--- config.mk ---
export PLATFORM = sky130hd
export DESIGN_NAME = rdsa_dst
export DESIGN_NICKNAME = d
export VERILOG_FILES = /design/src/rdsa_pkg.sv /design/src/rdsa_time_step.sv /design/src/rdsa_dst.sv
export VERILOG_INCLUDE_DIRS = /design/src /design/src/src
export SDC_FILE = /design/constraint.sdc
export NUM_CORES = 1
export LEC_CHECK = 0
export ABC_AREA = 1
export BUFFER_PORTS_ARGS = -buffer_cell sky130_fd_sc_hd__buf_4
export CAP_MARGIN = 0
export CORE_ASPECT_RATIO = 0.8
export CORE_UTILIZATION = 60
export CTS_CLUSTER_SIZE = 20
export DETAILED_ROUTE_END_ITERATION = 7
export PLACE_DENSITY = 0.92
export SLEW_MARGIN = 15
export SYNTH_ARGS = -nofsm -noshare
export SYNTH_HDL_FRONTEND = slang
export SYNTH_SLANG_ARGS = --single-unit
--- constraint.sdc ---
create_clock -name sys_clk -period 12 [get_ports sys_clk]
set_clock_uncertainty 0.2 [all_clocks]
set_input_delay 2.4 -clock sys_clk [delete_from_list [all_inputs] [get_ports sys_clk]]
set_output_delay 2.4 -clock sys_clk [all_outputs]
set_load 0.01 [all_outputs]
--- src/rdsa_defs.svh ---
// Register offsets, field positions and reset values of the daylight-saving block
`ifndef RDSA_DEFS_SVH
`define RDSA_DEFS_SVH
`define RDSA_OFS_FWD_MONTH  8'h15
`define RDSA_OFS_FWD_WD     8'h16
`define RDSA_OFS_FWD_DATE   8'h17
`define RDSA_OFS_FWD_HOUR   8'h18
`define RDSA_OFS_REV_MONTH  8'h19
`define RDSA_OFS_REV_WD     8'h1a
`define RDSA_OFS_REV_DATE   8'h1b
`define RDSA_OFS_REV_HOUR   8'h1c
`define RDSA_REG_RST        8'h00
`define RDSA_EN_BIT         7
`define RDSA_WKSEL_BIT      6
`define RDSA_WEEK_LSB       3
`define RDSA_WEEK_LAST      3'h7
`define RDSA_MONTH_MASK     8'h1f
`define RDSA_HOUR_MASK      8'h3f
`define RDSA_DAYS_PER_WEEK  5'h07
`define RDSA_HOUR_MAX       5'h17
`define RDSA_WDAY_MAX       3'h6
`define RDSA_MONTH_MAX      4'hc
`define RDSA_YEAR_MAX       7'h63
`endif

--- src/rdsa_pkg.sv ---
// Types and BCD/calendar helpers of the daylight-saving block
package rdsa_pkg;
    typedef struct packed {
        logic [7:0] fwd_month;
        logic [7:0] fwd_wd;
        logic [7:0] fwd_date;
        logic [7:0] fwd_hour;
        logic [7:0] rev_month;
        logic [7:0] rev_wd;
        logic [7:0] rev_date;
        logic [7:0] rev_hour;
    } rdsa_cfg_t;

    typedef struct packed {
        rdsa_cfg_t  cfg;
        logic       done;
        logic [7:0] rdata;
        logic       load;
        logic [7:0] hour;
        logic [7:0] wday;
        logic [7:0] date;
        logic [7:0] month;
        logic [7:0] year;
    } rdsa_state_t;

    function automatic logic [6:0] rdsa_bcd2bin(input logic [7:0] b);
        rdsa_bcd2bin = 7'({3'h0, b[7:4]} * 7'h0a + {3'h0, b[3:0]});
    endfunction : rdsa_bcd2bin

    function automatic logic [7:0] rdsa_bin2bcd(input logic [6:0] v);
        logic [6:0] tens;
        tens = v / 7'h0a;
        rdsa_bin2bcd = {tens[3:0], 4'(v - 7'(tens * 7'h0a))};
    endfunction : rdsa_bin2bcd

    // Years 00..99 map to 2000..2099, so every fourth year is leap
    function automatic logic [4:0] rdsa_mdays(input logic [3:0] m, input logic [6:0] y);
        unique case (m)
            4'h2:                   rdsa_mdays = (y[1:0] == 2'h0) ? 5'h1d : 5'h1c;
            4'h4, 4'h6, 4'h9, 4'hb: rdsa_mdays = 5'h1e;
            default:                rdsa_mdays = 5'h1f;
        endcase
    endfunction : rdsa_mdays
endpackage : rdsa_pkg

--- src/rdsa_time_step.sv ---
// One-hour step of the calendar, forward or back, with day/date/month/year carry
`timescale 1ns/1ps
`include "rdsa_defs.svh"
module rdsa_time_step (
    input  wire logic       fwd,
    input  wire logic [7:0] hour,
    input  wire logic [7:0] wday,
    input  wire logic [7:0] date,
    input  wire logic [7:0] month,
    input  wire logic [7:0] year,
    output logic      [7:0] n_hour,
    output logic      [7:0] n_wday,
    output logic      [7:0] n_date,
    output logic      [7:0] n_month,
    output logic      [7:0] n_year
);
    logic [4:0] h;
    logic [2:0] w;
    logic [4:0] d;
    logic [3:0] m;
    logic [6:0] y;

    always_comb begin
        h = 5'(rdsa_pkg::rdsa_bcd2bin(hour & `RDSA_HOUR_MASK));
        w = wday[2:0];
        d = 5'(rdsa_pkg::rdsa_bcd2bin(date));
        m = 4'(rdsa_pkg::rdsa_bcd2bin(month & `RDSA_MONTH_MASK));
        y = rdsa_pkg::rdsa_bcd2bin(year);
        if (fwd) begin
            if (h == `RDSA_HOUR_MAX) begin
                h = 5'h00;
                w = (w == `RDSA_WDAY_MAX) ? 3'h0 : 3'(w + 3'h1);
                if (d == rdsa_pkg::rdsa_mdays(m, y)) begin
                    d = 5'h01;
                    if (m == `RDSA_MONTH_MAX) begin
                        m = 4'h1;
                        y = (y == `RDSA_YEAR_MAX) ? 7'h00 : 7'(y + 7'h01);
                    end else begin
                        m = 4'(m + 4'h1);
                    end
                end else begin
                    d = 5'(d + 5'h01);
                end
            end else begin
                h = 5'(h + 5'h01);
            end
        end else begin
            if (h == 5'h00) begin
                h = `RDSA_HOUR_MAX;
                w = (w == 3'h0) ? `RDSA_WDAY_MAX : 3'(w - 3'h1);
                if (d == 5'h01) begin
                    if (m == 4'h1) begin
                        m = `RDSA_MONTH_MAX;
                        y = (y == 7'h00) ? `RDSA_YEAR_MAX : 7'(y - 7'h01);
                    end else begin
                        m = 4'(m - 4'h1);
                    end
                    d = rdsa_pkg::rdsa_mdays(m, y);
                end else begin
                    d = 5'(d - 5'h01);
                end
            end else begin
                h = 5'(h - 5'h01);
            end
        end
        n_hour  = rdsa_pkg::rdsa_bin2bcd({2'h0, h});
        n_wday  = {5'h00, w};
        n_date  = rdsa_pkg::rdsa_bin2bcd({2'h0, d});
        n_month = rdsa_pkg::rdsa_bin2bcd({3'h0, m});
        n_year  = rdsa_pkg::rdsa_bin2bcd(y);
    end
endmodule : rdsa_time_step

--- src/rdsa_dst.sv ---
// Daylight-saving adjuster: rule registers, moment match, forward-done flag
`timescale 1ns/1ps
`include "rdsa_defs.svh"
// Contract
// - Step time forward at the forward moment and back at the reverse moment.
// - Rule registers persist, so the adjustment repeats every year.
// - Register 15h holds BCD month plus enable bit; 84h means April, enabled.
// - Register 16h holds week, weekday and week/day select; 48h is week 1 Sunday.
// - Date registers 17h and 1Bh are ignored when week/day matching is selected.
// - Hour registers 18h and 1Ch are plain BCD hours; 02h is 2 am.
// - Register 19h holds plain BCD month; 10h is October.
// - Register 1Ah week 7 means last week of month, four or five weeks.
// - Forward-done flag sets once the forward step is applied.
// - Flag clears on reverse step, on reset, and on writing enable to zero; a forward step in the same cycle as that write sets it instead.
module rdsa_dst (
    input  wire logic       sys_clk,
    input  wire logic       rst,
    input  wire logic       reg_wr,
    input  wire logic       reg_rd,
    input  wire logic [7:0] reg_addr,
    input  wire logic [7:0] reg_wdata,
    input  wire logic       hour_tick,
    input  wire logic [7:0] cur_hour,
    input  wire logic [7:0] cur_wday,
    input  wire logic [7:0] cur_date,
    input  wire logic [7:0] cur_month,
    input  wire logic [7:0] cur_year,
    output logic      [7:0] reg_rdata,
    output logic            forward_done_flag,
    output logic            adj_load,
    output logic      [7:0] adj_hour,
    output logic      [7:0] adj_wday,
    output logic      [7:0] adj_date,
    output logic      [7:0] adj_month,
    output logic      [7:0] adj_year
);
    rdsa_pkg::rdsa_state_t st_r;
    rdsa_pkg::rdsa_state_t st_nxt;
    logic       [7:0]      s_hour;
    logic       [7:0]      s_wday;
    logic       [7:0]      s_date;
    logic       [7:0]      s_month;
    logic       [7:0]      s_year;
    logic                  en;
    logic                  fwd_hit;
    logic                  rev_hit;
    logic                  fwd_fire;
    logic                  rev_fire;

    // Current calendar against one programmed moment
    function automatic logic rule_hit(input logic [7:0] mon, input logic [7:0] wd,
                                      input logic [7:0] dt, input logic [7:0] hr);
        logic [4:0] d;
        logic [4:0] dim;
        logic [2:0] wk;
        logic       day_ok;
        d   = 5'(rdsa_pkg::rdsa_bcd2bin(cur_date));
        dim = rdsa_pkg::rdsa_mdays(4'(rdsa_pkg::rdsa_bcd2bin(cur_month & `RDSA_MONTH_MASK)),
                                   rdsa_pkg::rdsa_bcd2bin(cur_year));
        wk  = wd[`RDSA_WEEK_LSB +: 3];
        if (wd[`RDSA_WKSEL_BIT]) begin
            if (wk == `RDSA_WEEK_LAST)
                day_ok = ({1'b0, d} + {1'b0, `RDSA_DAYS_PER_WEEK}) > {1'b0, dim};
            else
                day_ok = 3'((5'(d - 5'h01) / `RDSA_DAYS_PER_WEEK) + 5'h01) == wk;
            day_ok = day_ok && (wd[2:0] == cur_wday[2:0]);
        end else begin
            day_ok = (dt == cur_date);
        end
        rule_hit = day_ok
                && ((mon & `RDSA_MONTH_MASK) == (cur_month & `RDSA_MONTH_MASK))
                && ((hr & `RDSA_HOUR_MASK) == (cur_hour & `RDSA_HOUR_MASK));
    endfunction : rule_hit

    // Direction follows the flag, so a repeated 1 am hour cannot re-trigger reverse
    rdsa_time_step u_step (
        .fwd     (~st_r.done),
        .hour    (cur_hour),
        .wday    (cur_wday),
        .date    (cur_date),
        .month   (cur_month),
        .year    (cur_year),
        .n_hour  (s_hour),
        .n_wday  (s_wday),
        .n_date  (s_date),
        .n_month (s_month),
        .n_year  (s_year)
    );

    always_comb begin
        en       = st_r.cfg.fwd_month[`RDSA_EN_BIT];
        fwd_hit  = rule_hit(st_r.cfg.fwd_month, st_r.cfg.fwd_wd,
                            st_r.cfg.fwd_date, st_r.cfg.fwd_hour);
        rev_hit  = rule_hit(st_r.cfg.rev_month, st_r.cfg.rev_wd,
                            st_r.cfg.rev_date, st_r.cfg.rev_hour);
        fwd_fire = hour_tick && en && !st_r.done && fwd_hit;
        rev_fire = hour_tick && en && st_r.done && rev_hit;
        st_nxt      = st_r;
        st_nxt.load = 1'b0;
        if (reg_wr) begin
            unique case (reg_addr)
                `RDSA_OFS_FWD_MONTH: begin
                    st_nxt.cfg.fwd_month = reg_wdata;
                    if (!reg_wdata[`RDSA_EN_BIT])
                        st_nxt.done = 1'b0;
                end
                `RDSA_OFS_FWD_WD:    st_nxt.cfg.fwd_wd    = reg_wdata;
                `RDSA_OFS_FWD_DATE:  st_nxt.cfg.fwd_date  = reg_wdata;
                `RDSA_OFS_FWD_HOUR:  st_nxt.cfg.fwd_hour  = reg_wdata;
                `RDSA_OFS_REV_MONTH: st_nxt.cfg.rev_month = reg_wdata;
                `RDSA_OFS_REV_WD:    st_nxt.cfg.rev_wd    = reg_wdata;
                `RDSA_OFS_REV_DATE:  st_nxt.cfg.rev_date  = reg_wdata;
                `RDSA_OFS_REV_HOUR:  st_nxt.cfg.rev_hour  = reg_wdata;
                default: ;
            endcase
        end
        if (reg_rd) begin
            unique case (reg_addr)
                `RDSA_OFS_FWD_MONTH: st_nxt.rdata = st_r.cfg.fwd_month;
                `RDSA_OFS_FWD_WD:    st_nxt.rdata = st_r.cfg.fwd_wd;
                `RDSA_OFS_FWD_DATE:  st_nxt.rdata = st_r.cfg.fwd_date;
                `RDSA_OFS_FWD_HOUR:  st_nxt.rdata = st_r.cfg.fwd_hour;
                `RDSA_OFS_REV_MONTH: st_nxt.rdata = st_r.cfg.rev_month;
                `RDSA_OFS_REV_WD:    st_nxt.rdata = st_r.cfg.rev_wd;
                `RDSA_OFS_REV_DATE:  st_nxt.rdata = st_r.cfg.rev_date;
                `RDSA_OFS_REV_HOUR:  st_nxt.rdata = st_r.cfg.rev_hour;
                default:             st_nxt.rdata = `RDSA_REG_RST;
            endcase
        end
        // Hardware set wins over a same-cycle disable write
        if (fwd_fire || rev_fire) begin
            st_nxt.load  = 1'b1;
            st_nxt.done  = fwd_fire;
            st_nxt.hour  = s_hour;
            st_nxt.wday  = s_wday;
            st_nxt.date  = s_date;
            st_nxt.month = s_month;
            st_nxt.year  = s_year;
        end
    end

    always_ff @(posedge sys_clk) begin
        if (rst) begin
            st_r <= '0;
        end else begin
            st_r <= st_nxt;
        end
    end

    assign reg_rdata         = st_r.rdata;
    assign forward_done_flag = st_r.done;
    assign adj_load          = st_r.load;
    assign adj_hour          = st_r.hour;
    assign adj_wday          = st_r.wday;
    assign adj_date          = st_r.date;
    assign adj_month         = st_r.month;
    assign adj_year          = st_r.year;

    property p_fwd_step;
        @(posedge sys_clk) disable iff (rst)
        fwd_fire |=> adj_load && forward_done_flag;
    endproperty
    a_fwd_step: assert property (p_fwd_step) else $error("forward step missed");

    property p_rev_step;
        @(posedge sys_clk) disable iff (rst)
        rev_fire |=> adj_load && !forward_done_flag;
    endproperty
    a_rev_step: assert property (p_rev_step) else $error("reverse step missed");

    property p_disabled_quiet;
        @(posedge sys_clk) disable iff (rst)
        !st_r.cfg.fwd_month[`RDSA_EN_BIT] |=> !adj_load;
    endproperty
    a_disabled_quiet: assert property (p_disabled_quiet) else $error("step while off");

    property p_set_cause;
        @(posedge sys_clk) disable iff (rst)
        $rose(forward_done_flag) |-> adj_load && $past(hour_tick);
    endproperty
    a_set_cause: assert property (p_set_cause) else $error("flag set without step");

    property p_clr_on_disable;
        @(posedge sys_clk) disable iff (rst)
        reg_wr && reg_addr == `RDSA_OFS_FWD_MONTH && !reg_wdata[`RDSA_EN_BIT] && !fwd_fire
            |=> !forward_done_flag;
    endproperty
    a_clr_on_disable: assert property (p_clr_on_disable) else $error("flag kept");

    property p_fwd_hour;
        @(posedge sys_clk) disable iff (rst)
        fwd_fire && (cur_hour & `RDSA_HOUR_MASK) != 8'h23
            |=> rdsa_pkg::rdsa_bcd2bin(adj_hour)
                == 7'(rdsa_pkg::rdsa_bcd2bin($past(cur_hour) & `RDSA_HOUR_MASK) + 7'h01);
    endproperty
    a_fwd_hour: assert property (p_fwd_hour) else $error("forward hour wrong");

    property p_rev_hour;
        @(posedge sys_clk) disable iff (rst)
        rev_fire && (cur_hour & `RDSA_HOUR_MASK) != 8'h00
            |=> rdsa_pkg::rdsa_bcd2bin(adj_hour)
                == 7'(rdsa_pkg::rdsa_bcd2bin($past(cur_hour) & `RDSA_HOUR_MASK) - 7'h01)
                && adj_date == $past(cur_date);
    endproperty
    a_rev_hour: assert property (p_rev_hour) else $error("reverse hour wrong");

    property p_cfg_kept;
        @(posedge sys_clk) disable iff (rst)
        !reg_wr |=> $stable(st_r.cfg);
    endproperty
    a_cfg_kept: assert property (p_cfg_kept) else $error("rules lost");

    property p_read_month;
        @(posedge sys_clk) disable iff (rst)
        reg_rd && !reg_wr && reg_addr == `RDSA_OFS_FWD_MONTH
            |=> reg_rdata == $past(st_r.cfg.fwd_month)
                ##1 ($past(reg_rd) || reg_rdata == $past(reg_rdata));
    endproperty
    a_read_month: assert property (p_read_month) else $error("read back wrong");

    c_fwd: cover property (@(posedge sys_clk) disable iff (rst) fwd_fire);
    c_rev: cover property (@(posedge sys_clk) disable iff (rst) rev_fire);
    c_last: cover property (@(posedge sys_clk) disable iff (rst)
        rev_fire && st_r.cfg.rev_wd[`RDSA_WEEK_LSB +: 3] == `RDSA_WEEK_LAST);
endmodule : rdsa_dst

==> impl_metrics.tcl <==
set metrics [dict create \
    h-tree-depth 3 \
    syn_avg_cell_area_um2 6.91 \
    hold_viol 0 \
    worstMarginPinSlew_ns 1.06 \
    dp_hpwl_mm 18.1 \
    critPathLaunchType "input port" \
    coreArea_um2 14300 \
    avgRoutedWirePerCell_um 16.0 \
    status "completed" \
    postCtsSetupRepairBufs 0 \
    grt_pass1_wl_mm 38.5 \
    syn_inst 1272 \
    slowest_delay_ns 0.56 \
    maxCapViolCount 0 \
    gp_congestion 0.997 \
    drc 0 \
    fillers 1158 \
    slowest_stage "nor3_4" \
    crit_fanout 13 \
    area_growth_pct 8.12 \
    final_core_util_pct 66.4 \
    drv_slew 0 \
    synth_flop_cell "dfxtp_1" \
    cts_tree "done" \
    grt_max_degree 73 \
    dr.pass1.iters 6 \
    leakage_nw 4.26 \
    synth_top_area_share_pct 23.2 \
    crit_type "in2reg" \
    drive_above_1_share_pct 16.7 \
    synth_top_area_cell "dfxtp_1" \
    yosysWarnings 0 \
    antenna_found_initial 0 \
    p_per_area_nw_per_um2 112 \
    vias_per_cell 5.94 \
    cp.arrival_ns 8.86 \
    fp-row-count 39 \
    crit_end "adj_year[3]" \
    r2r-start "forward_done_flag" \
    min_from "st_r[88]" \
    cts.sinks 102 \
    dieArea_um2 15100 \
    nNetsFinal 1428 \
    grt_overflow_total 0 \
    syn_area_um2 8790 \
    start_util_pct 61.5 \
    finalSetupTns_ns 0 \
    synthTopCellsByCount "nand2_1 (231), inv_1 (164), dfxtp_1 (102)" \
    async_reset_ff_share_pct 0 \
    die_h_um 110 \
    crit_start "cur_month[1]" \
    min_period_ns 8.81 \
    fp.dieW_um 137 \
    ir_drop_uv 112 \
    rsz0062_at_grt "no" \
    required_ns 12.05 \
    yosys.cell_count.top_type "nand2_1" \
    rr_worst_depth 31 \
    min-delay-path-class "reg2reg" \
    grt_pass1_vias 7919 \
    grt.total_usage_pct 32.5 \
    multiInputGateArea_um2 5580 \
    yosys_register_bits 102 \
    place.port_buffers 88 \
    period_share_pct 73.4 \
    r2r-end "adj_year[3]" \
    clock_latency_ns 0.35 \
    wl_mm 23.9 \
    cts_buffers 9 \
    cts.repair.resized 0 \
    yosys-top-cells-area "dfxtp_1 (23%), nand2_1 (9.9%), ha_1 (8.0%)" \
    ys_types 58 \
    endpoint_kind "register" \
    power_mw 1.06 \
    ctsHoldBuffers 0 \
    path_clk_slew_ns 0.07 \
    fmax_ghz 0.114 \
    slew_headroom_pct 28.6 \
    io_pins 111 \
    yosysSeqAreaShare_pct 23.2 \
    rrSetupSlack_ns 7.35 \
    drt-initial-drc-count 1311 \
    regArea_um2 2040 \
    antenna_cells 0 \
    cts-root-buf "clkbuf_16" \
    clockBufferDepth 2 \
    synth_edf_count 0 \
    setup_viol 0 \
    drtAntennaViolNets 0 \
    vias 8862 \
]
final cells by class:
| cell class | instances | area share (%) |
|---|---|---|
| Clock inverter | 6 | 0.566 |
| Inverter | 181 | 7.15 |
| Multi-Input combinational cell | 919 | 58.8 |
| Timing Repair Buffer | 91 | 7.19 |
| Sequential cell | 102 | 21.5 |
| Tap cell | 184 | 2.42 |
| Clock buffer | 10 | 2.41 |
stage by stage:
stage	hold WS [ns]	setup WS [ns]	area, µm²	cells
finish	0.263	3.19	9500	1493
global route	0.281	2.61	9500	1493
CTS	0.262	3.21	9500	1493
detailed placement	0.249	2.92	9220	1477
global placement	0.239	3.15	9220	1477
floorplan	0.230	3.96	8830	1283
sequential cells by signal (all words and copies together), names as in the netlist:
| register | count |
|---|---|
| st_r | 63 |
| adj_year | 8 |
| reg_rdata | 8 |
| adj_date | 6 |
| adj_hour | 6 |
| adj_month | 5 |
| adj_wday | 3 |
| adj_load | 1 |
| en | 1 |
| forward_done_flag | 1 |
placed cells by master (no fill, tap or decap), types with 2 or more instances in the layout:
cell type and instances:
nand2_1 231, inv_1 164, dfxtp_1 102, buf_4 91
a21oi_1 89, o21ai_0 85, nand3_1 80, nor2_1 78
ha_1 56, xor2_1 31, o22ai_1 25, nand2_2 24
xnor2_1 20, nand3_2 17, a211oi_1 17, inv_2 16
nor3_1 16, nand4_1 16, o21ai_1 14, nand2_4 13
nor4_1 12, conb_1 12, a21oi_2 11, o211ai_1 10
o41ai_1 10, clkbuf_16 9, fa_1 7, nor2_4 5
nor2_2 5, or2_2 4, nand3_4 3, nor3_2 3
clkinvlp_4 3, xnor2_2 2, nor3_4 2, o221ai_1 2
inv_8 2
worst min path at each step:
| stage | endpoint | cells past startpoint |
|---|---|---|
| floorplan | st_r[79] | 2 |
| global placement | st_r[79] | 2 |
| detailed placement | st_r[81] | 2 |
| CTS | st_r[81] | 2 |
| global route | st_r[88] | 2 |
| finish | st_r[88] | 2 |
power by group:
group | switching, mW | internal, mW
Clock | 0.140 | 0.145
Sequential | 0.000316 | 0.339
Combinational | 0.282 | 0.158
Total | 0.423 | 0.641
metal layers:
layer	wire, µm	GRT usage (%)
met1	9960	44.5
met2	10700	52.0
met3	2740	6.08
met4	483	8.95
met5	0	0
cell families (layout without fill, tap and decap cells):
logic type                 after synthesis  after routing  share of synthesized area, %
DFF                                    102            102                          23.2
adders and majority gates               63             63                          9.57
buffers and inverters                  262            288                          13.7
xor gates and xnor gates                54             54                          5.77
AOI/OAI and AO/OA                      276            276                          18.6
other                                    1             12                        0.0427
and+or+nand+nor                        514            514                          29.1
critical path: cells and delay by family:
kind | cells | cell delay [ns]
AND/OR/NAND/NOR | 23 | 2.88
adder cells (fa/ha/maj) | 8 | 2.15
AO/OA/AOI/OAI | 2 | 0.39
buffers and inverters | 8 | 0.82
XOR/XNOR | 1 | 0.24
(Power assumes the default switching activity.)
